--- src/hw/pccs_pkg.sv ---
// Package for the configuration command/status register bank.
// Assumes a single clk_sys domain with synchronous active-high reset.
package pccs_pkg;

  // Register addresses (byte offsets within configuration space)
  localparam logic [7:0] PCCS_OFF_COMMAND = 8'h04;
  localparam logic [7:0] PCCS_OFF_STATUS = 8'h06;
  localparam logic [7:0] PCCS_OFF_IRQ_MASK = 8'h40;
  localparam logic [7:0] PCCS_OFF_PAR_RESP = 8'h44;

  // Command register bit positions
  localparam int PCCS_CMD_IO_BIT = 0;
  localparam int PCCS_CMD_MEM_BIT = 1;
  localparam int PCCS_CMD_MASTER_BIT = 2;
  localparam int PCCS_CMD_PARRESP_BIT = 6;

  // Status register bit positions
  localparam int PCCS_ST_CAP_BIT = 4;
  localparam int PCCS_ST_FAST66_BIT = 5;
  localparam int PCCS_ST_B2B_BIT = 7;
  localparam int PCCS_ST_MASTER_PARITY_ERROR_BIT = 8;
  localparam int PCCS_ST_SELT_LO = 9;
  localparam int PCCS_ST_STA_BIT = 11;
  localparam int PCCS_ST_RTA_BIT = 12;
  localparam int PCCS_ST_RMA_BIT = 13;
  localparam int PCCS_ST_SSE_BIT = 14;
  localparam int PCCS_ST_DPE_BIT = 15;

  // Reset values
  localparam logic [15:0] PCCS_CMD_RESET = 16'h0000;
  localparam logic [15:0] PCCS_MASK_RESET = 16'h0000;

  // Select timing encodings
  localparam logic [1:0] PCCS_SELT_FAST = 2'h0;
  localparam logic [1:0] PCCS_SELT_MEDIUM = 2'h1;
  localparam logic [1:0] PCCS_SELT_SLOW = 2'h2;

  // Mask of the sticky event bits in the status register
  localparam logic [15:0] PCCS_EVENT_MASK = 16'hF900;

  // Bus events reported by the surrounding PCI logic
  typedef struct packed {
    logic parity_detect;
    logic serr_driven;
    logic master_abort;
    logic target_abort_rx;
    logic target_abort_tx;
    logic perr_master;
  } pccs_event_s;

  // Register port request
  typedef struct packed {
    logic [7:0] addr;
    logic [15:0] wdata;
    logic wr;
    logic rd;
  } pccs_req_s;

endpackage : pccs_pkg

--- src/hw/pccs_sticky.sv ---
// Sticky status bit set by a hardware event, cleared by writing one.
// Assumes event and clear come from the clk_sys domain.
`timescale 1ns/10ps
module pccs_sticky (
  input wire logic clk_sys,
  input wire logic srst,
  input wire logic set_evt,
  input wire logic clr,
  output logic flag
);

  wire next_flag = set_evt | (flag & ~clr);

  always_ff @(posedge clk_sys) begin
    if (srst) begin
      flag <= 1'b0;
    end else begin
      flag <= next_flag;
    end
  end

endmodule : pccs_sticky

--- src/hw/pccs_regs.sv ---
// Configuration command and status registers of a PCI function.
// Assumes the PCI engine reports bus events as one-cycle pulses on
// clk_sys, and register access over a simple strobe port.
//
// Functional notes
// [RL1] master_enable at one allows starting initiator transactions.
// [RL2] mem_decode_enable resets to zero; one allows claiming memory accesses.
// [RL3] io_decode_enable, bit 0, resets to zero; one allows claiming I/O.
// [RL4] Sixteen-bit status register at offset 06h, read-only to software; here the event bits clear on writing one.
// [RL5] select_timing field: 00b fast, 01b medium; this device reports medium.
// [RL6] parity_error_seen, bit 15, set on any parity error, regardless.
// [RL7] sys_error_signaled, bit 14, set whenever SERR# is driven.
// [RL8] got_master_abort, bit 13, set on own non-special-cycle master abort.
// [RL9] got_target_abort, bit 12, set when target aborts own transaction.
// [RL10] sent_target_abort, bit 11, set when this target signals abort.
// [RL11] select_timing 10b slow, 11b reserved; read-only slowest timing.
// [RL12] master_parity_error set only as initiator with parity_response set.
// [RL13] Reserved status bits read zero; cap_list_present reads one.
`timescale 1ns/10ps
module pccs_regs
  import pccs_pkg::*;
#(
  parameter logic [1:0] SELECT_TIMING = PCCS_SELT_MEDIUM,
  parameter logic BACK_TO_BACK = 1'b0,
  parameter logic FAST_CLOCK = 1'b0
) (
  input wire logic clk_sys,
  input wire logic srst,
  input wire logic [7:0] reg_addr,
  input wire logic [15:0] reg_wdata,
  input wire logic reg_wr,
  input wire logic reg_rd,
  output logic [15:0] reg_rdata,
  input wire logic evt_parity_detect,
  input wire logic evt_serr_driven,
  input wire logic evt_master_abort,
  input wire logic evt_master_special,
  input wire logic evt_target_abort_rx,
  input wire logic evt_target_abort_tx,
  input wire logic evt_perr_self_read,
  input wire logic evt_perr_seen_write,
  input wire logic evt_as_master,
  output logic master_enable,
  output logic mem_decode_enable,
  output logic io_decode_enable,
  output logic parity_response,
  output logic irq
);

  logic [15:0] command;
  logic [15:0] irq_mask;
  logic [15:0] status;
  logic [15:0] next_rdata;
  pccs_req_s req;
  pccs_event_s evt;
  logic [5:0] flag;
  logic [5:0] evt_vec;
  logic [5:0] clr_vec;

  // Enable outputs track the command register value with no lag
  function automatic logic next_enable(input logic wr,
                                       input logic [15:0] nv,
                                       input logic [15:0] cv,
                                       input int pos);
    next_enable = wr ? nv[pos] : cv[pos];
  endfunction : next_enable

  assign req = '{addr: reg_addr, wdata: reg_wdata, wr: reg_wr, rd: reg_rd};

  // Address decode
  wire hit_cmd = req.addr == PCCS_OFF_COMMAND;
  wire hit_status = req.addr == PCCS_OFF_STATUS;
  wire hit_mask = req.addr == PCCS_OFF_IRQ_MASK;
  wire wr_cmd = req.wr & hit_cmd;
  wire wr_status = req.wr & hit_status;
  wire wr_mask = req.wr & hit_mask;

  // Event qualification
  assign evt = '{
    parity_detect: evt_parity_detect, // [RL6]
    serr_driven: evt_serr_driven, // [RL7]
    master_abort: evt_master_abort & ~evt_master_special, // [RL8]
    target_abort_rx: evt_target_abort_rx, // [RL9]
    target_abort_tx: evt_target_abort_tx, // [RL10]
    // Both the own-read and seen-write cases need master role and enable
    perr_master: evt_as_master & parity_response &
                 (evt_perr_self_read | evt_perr_seen_write) // [RL12]
  };

  assign evt_vec = {evt.parity_detect, evt.serr_driven, evt.master_abort,
                    evt.target_abort_rx, evt.target_abort_tx,
                    evt.perr_master};

  // Write-one-to-clear on the status word; set wins over clear
  assign clr_vec = wr_status ? {req.wdata[PCCS_ST_DPE_BIT],
                                req.wdata[PCCS_ST_SSE_BIT],
                                req.wdata[PCCS_ST_RMA_BIT],
                                req.wdata[PCCS_ST_RTA_BIT],
                                req.wdata[PCCS_ST_STA_BIT],
                                req.wdata[PCCS_ST_MASTER_PARITY_ERROR_BIT]} : 6'h0;

  genvar gi;
  generate
    for (gi = 0; gi < 6; gi++) begin : g_flag
      pccs_sticky u_flag (
        .clk_sys(clk_sys),
        .srst(srst),
        .set_evt(evt_vec[gi]),
        .clr(clr_vec[gi]),
        .flag(flag[gi])
      );
    end
  endgenerate

  // Status word assembly; reserved bits are constant zero
  always_comb begin
    status = 16'h0000; // [RL13]
    status[PCCS_ST_DPE_BIT] = flag[5]; // [RL6]
    status[PCCS_ST_SSE_BIT] = flag[4]; // [RL7]
    status[PCCS_ST_RMA_BIT] = flag[3]; // [RL8]
    status[PCCS_ST_RTA_BIT] = flag[2]; // [RL9]
    status[PCCS_ST_STA_BIT] = flag[1]; // [RL10]
    status[PCCS_ST_MASTER_PARITY_ERROR_BIT] = flag[0]; // [RL12]
    // Fixed timing code, never the reserved 11b
    status[PCCS_ST_SELT_LO +: 2] =
      (SELECT_TIMING == 2'h3) ? PCCS_SELT_SLOW : SELECT_TIMING; // [RL5] [RL11]
    status[PCCS_ST_B2B_BIT] = BACK_TO_BACK;
    status[PCCS_ST_FAST66_BIT] = FAST_CLOCK;
    status[PCCS_ST_CAP_BIT] = 1'b1; // [RL13]
  end

  // Only the implemented command bits are writable
  localparam logic [15:0] CMD_WMASK = 16'h0047;
  wire [15:0] next_command = (req.wdata & CMD_WMASK);

  always_ff @(posedge clk_sys) begin
    if (srst) begin
      command <= PCCS_CMD_RESET; // [RL2] [RL3]
      irq_mask <= PCCS_MASK_RESET;
    end else begin
      if (wr_cmd) begin
        command <= next_command;
      end
      if (wr_mask) begin
        irq_mask <= req.wdata & PCCS_EVENT_MASK;
      end
    end
  end

  // Read mux; unmapped addresses read zero
  always_comb begin
    next_rdata = 16'h0000;
    if (hit_cmd) begin
      next_rdata = command;
    end else if (hit_status) begin
      next_rdata = status; // [RL4]
    end else if (hit_mask) begin
      next_rdata = irq_mask;
    end
  end

  wire next_irq = |(status & irq_mask & PCCS_EVENT_MASK);

  always_ff @(posedge clk_sys) begin
    if (srst) begin
      reg_rdata <= 16'h0000;
      master_enable <= 1'b0;
      mem_decode_enable <= 1'b0;
      io_decode_enable <= 1'b0;
      parity_response <= 1'b0;
      irq <= 1'b0;
    end else begin
      reg_rdata <= req.rd ? next_rdata : 16'h0000;
      master_enable <= next_enable(wr_cmd, next_command, command,
                                   PCCS_CMD_MASTER_BIT); // [RL1]
      mem_decode_enable <= next_enable(wr_cmd, next_command, command,
                                       PCCS_CMD_MEM_BIT); // [RL2]
      io_decode_enable <= next_enable(wr_cmd, next_command, command,
                                      PCCS_CMD_IO_BIT); // [RL3]
      parity_response <= next_enable(wr_cmd, next_command, command,
                                     PCCS_CMD_PARRESP_BIT);
      irq <= next_irq;
    end
  end

endmodule : pccs_regs

--- config.mk ---
export PLATFORM = sky130hd
export DESIGN_NAME = pccs_regs
export DESIGN_NICKNAME = d
export VERILOG_FILES = /design/src/hw/pccs_pkg.sv /design/src/hw/pccs_sticky.sv /design/src/hw/pccs_regs.sv
export SDC_FILE = /design/constraint.sdc
export NUM_CORES = 1
export LEC_CHECK = 0
export BUFFER_PORTS_ARGS = -buffer_cell sky130_fd_sc_hd__buf_2
export CAP_MARGIN = 20
export CORE_MARGIN = 2
export CORE_UTILIZATION = 43
export CTS_CLUSTER_DIAMETER = 100
export CTS_CLUSTER_SIZE = 30
export DETAILED_ROUTE_END_ITERATION = 10
export PLACE_DENSITY_LB_ADDON = 0.25
export SLEW_MARGIN = 10
export SYNTH_ARGS = -nofsm -noshare
export SYNTH_HDL_FRONTEND = slang
export SYNTH_SLANG_ARGS = --single-unit
--- constraint.sdc ---
create_clock -name clk_sys -period 1.4 [get_ports clk_sys]
set_input_delay 0.14 -clock clk_sys [delete_from_list [all_inputs] [get_ports clk_sys]]
set_output_delay 0.14 -clock clk_sys [all_outputs]
set_load 0.01 [all_outputs]
==> metrics <==
outcome=finished, final reports clean; Clk network pwr share=33.1%; share of cells above drive strength 1=a little over a third; met1 Track Usage GR=a little under a fifth; count of port buffers added during placement=between 40 and 50; Slew Limit Fails=0; area grow syn2layout=24.26%; die width=approximately 60 µm; wire per inst=11.95 µm; commonest non-fill, non-tap cell in the layout=buf_2; die footprint=3619 µm²; Final ANT Viol Nets=0; DRC violation total after the first TritonRoute iteration=31; Worst Path Required=1.63 ns; Warnings, synthesis=0; post-cts resize count=0; Post-Syn Instances=roughly 140; Reg area=between 600 and 700 µm²; CP cell instances=buf_2, nor4b_2, buf_4, and3_2, mux2i_1; IO Pins=slightly below 60; Final period util=about three quarters; gr busiest metal=met2; initial antenna violation count=0; largest net degree at the start of global routing=30; footprint of the multi-input gates=~640 µm²; dpl ws=approximately 0.015 ns; Adder-Cell Fraction of Synth Area=0%; total track usage=about 17%; Worst path max stage delay=between 0.2 and 0.3 ns; number of setup violations in the final report=0; Max Cap Viol=0; final hold slack=between 0.05 and 0.06 ns; NetSw=0.0003591 W; gpl congestion=around 0.76; first-pass GRT wire length=about 4.4 mm; Die Y=60.16 µm; clock sinks=32; DRC viols=0; Post-synth EDFFs=0; Crit Path Max Fanout=11; asr flop ratio synth=0%; Crit-path slowest cell=and3_2; non-filler instance count after layout=~230; Max VDD drop=0.5619 mV; drt via density=4.815; Hold Crit Class=in -> reg; Worst-path clk slew=around 0.09 ns; internal power=around 0.0012 W; Clock Latency Late Sink=approximately 0.31 ns; largest area contributor in the netlist=dfxtp_1; GR Util met2=30.12%; PwrDens=~950 nW/µm²; CTS tree=done; FP Rows=20; main combinational cell family by area after synthesis=simple AND/OR/NAND/NOR gates; Starting Density=~45%; Simple-Gate Fraction of Synth Area=~28%; CTS Hold Bufs=0; sequential share of the synthesized area=a little under half; Sw Ratio=between 20% and 30%; area of the mapped netlist=approximately 1400 µm²; leakage power=0.7223 nW; cts bufs inserted=5; drt first pass iters=4; number of fill cells in the layout=approximately 300; max frequency=about 0.95 GHz; Remaining Overflow, GRT=0; Seq pwr share=approximately three fifths; Post-Synth XOR/XNOR Area=0%; CTS root buf=clkbuf_4; min cycle time layout=approximately 1.0 ns; Worst Setup End Kind=flop; setup ws final=between 0.3 and 0.4 ns; Placed Instances=about 230; Critical Path AT=between 1 and 1.5 ns; RSZ-0062 raised after global routing=false; multiplexer share of the synthesized area=7.380%; Final Util=a little under three fifths; vias in the first global route=1052; setup bufs post-CTS=0; Nets=approximately 230; post-synth cell types=28; Final TNS setup=0 ns; Compound-Gate Fraction of Synth Area=10.24%; Setup CP Type=in -> reg; synthesis-stage register bit count=32; placed wire-length estimate=2.168 mm; area of the core=between 3000 and 4000 µm²; Mapped Avg Cell Area=roughly 10 µm²; skew final=0.006201 ns; met3 Use GR=roughly 4.5%; CTS Buffer Depth=2; routed via count=about 1100; Hold Vio Cnt, Final=0; Comb power frac=8.7%; share of the synthesized area in the top cell type=between 40% and 50%; main flop type after synthesis=dfxtp_1; most frequent cells in the layout=buf_2, dfxtp_1, nand2b_1, nand3_1, mux2i_1; synth top area cells=dfxtp_1, nand2b_1, mux2i_1, nand3_1, nor4b_4; WL final=2.785 mm; H-tree depth=2; Startpoint Class=input port; n_diodes=0
registers in the layout, indices dropped and copies added (netlist names):
register / flops
command: 4
mem_decode_enable: 1
parity_response: 1
irq_mask: 6
irq: 1
g_flag.u_flag.flag: 6
reg_rdata: 11
master_enable: 1
io_decode_enable: 1
critical path, delay by kind of cell:
family,cells,cell delay [ns]
buf+inv,2,0.34
mux,1,0.25
simple gates,2,0.54
cells in the mapped netlist, types with 2 or more instances:
library cell and instances:
mux2i_1 10, nand2_1 4, and2_1 4, nand3_1 13
buf_4 5, clkbuf_1 3, nor4b_4 2, a22oi_1 3
a21oi_1 8, o31a_1 4, nor2_1 9, nand2b_1 21
dfxtp_1 32, inv_1 3, buf_6 2
cells by family (layout without fill, tap and decap cells):
group | after synthesis | after routing
other | 1 | 4
multiplexers | 10 | 10
AO/OA/AOI/OAI | 20 | 20
buffers and inverters | 14 | 64
AND/OR/NAND/NOR | 59 | 59
flip-flops | 32 | 32
final cells by class:
type | instances | share of cell area (%)
clock buffer | 8 | 3.489
inverter | 3 | 0.6682
multi-input combinational | 93 | 37.94
sequential | 32 | 38.01
tap | 44 | 3.267
timing repair buffer | 53 | 16.63
metal layers:
metal,vias to the layer above,routed length (µm)
li1,565,-
met1,524,1140
met2,28,1448
met3,5,141
met4,0,55
met5,-,0
worst paths after layout:
path                                            startpoint                               end  slack [ns]  depth (start not counted)
worst max-delay path                           reg_addr[0]           command[6]$_SDFFE_PP0P_        0.35                          5
worst min-delay path                       evt_serr_driven  g_flag[4].u_flag.flag$_SDFF_PP0_        0.06                          2
worst max register to register  parity_response$_SDFF_PP0_  g_flag[0].u_flag.flag$_SDFF_PP0_        0.58                          3
worst min register to register     command[0]$_SDFFE_PP0P_           reg_rdata[0]$_SDFF_PP0_        0.46                          1
stage by stage:
step	instance area (µm²)	power (W)
6_report	1685	0.001596
5_1_grt	1685	0.001666
4_1_cts	1685	0.001612
3_5_place_dp	1627	0.001090
3_3_place_gp	1627	0.001084
2_1_floorplan	1368	0.001023
power by group through the flow:
stage          logic (W)  registers, W  clock network (W)
3_5_place_dp    0.000140      0.000950                  0
4_1_cts         0.000140      0.000929           0.000543
3_3_place_gp    0.000134      0.000950                  0
6_report        0.000139      0.000929           0.000528
5_1_grt         0.000154      0.000931           0.000581
2_1_floorplan  0.0000750      0.000948                  0
Note: power is estimated with default switching activity, not from simulation.
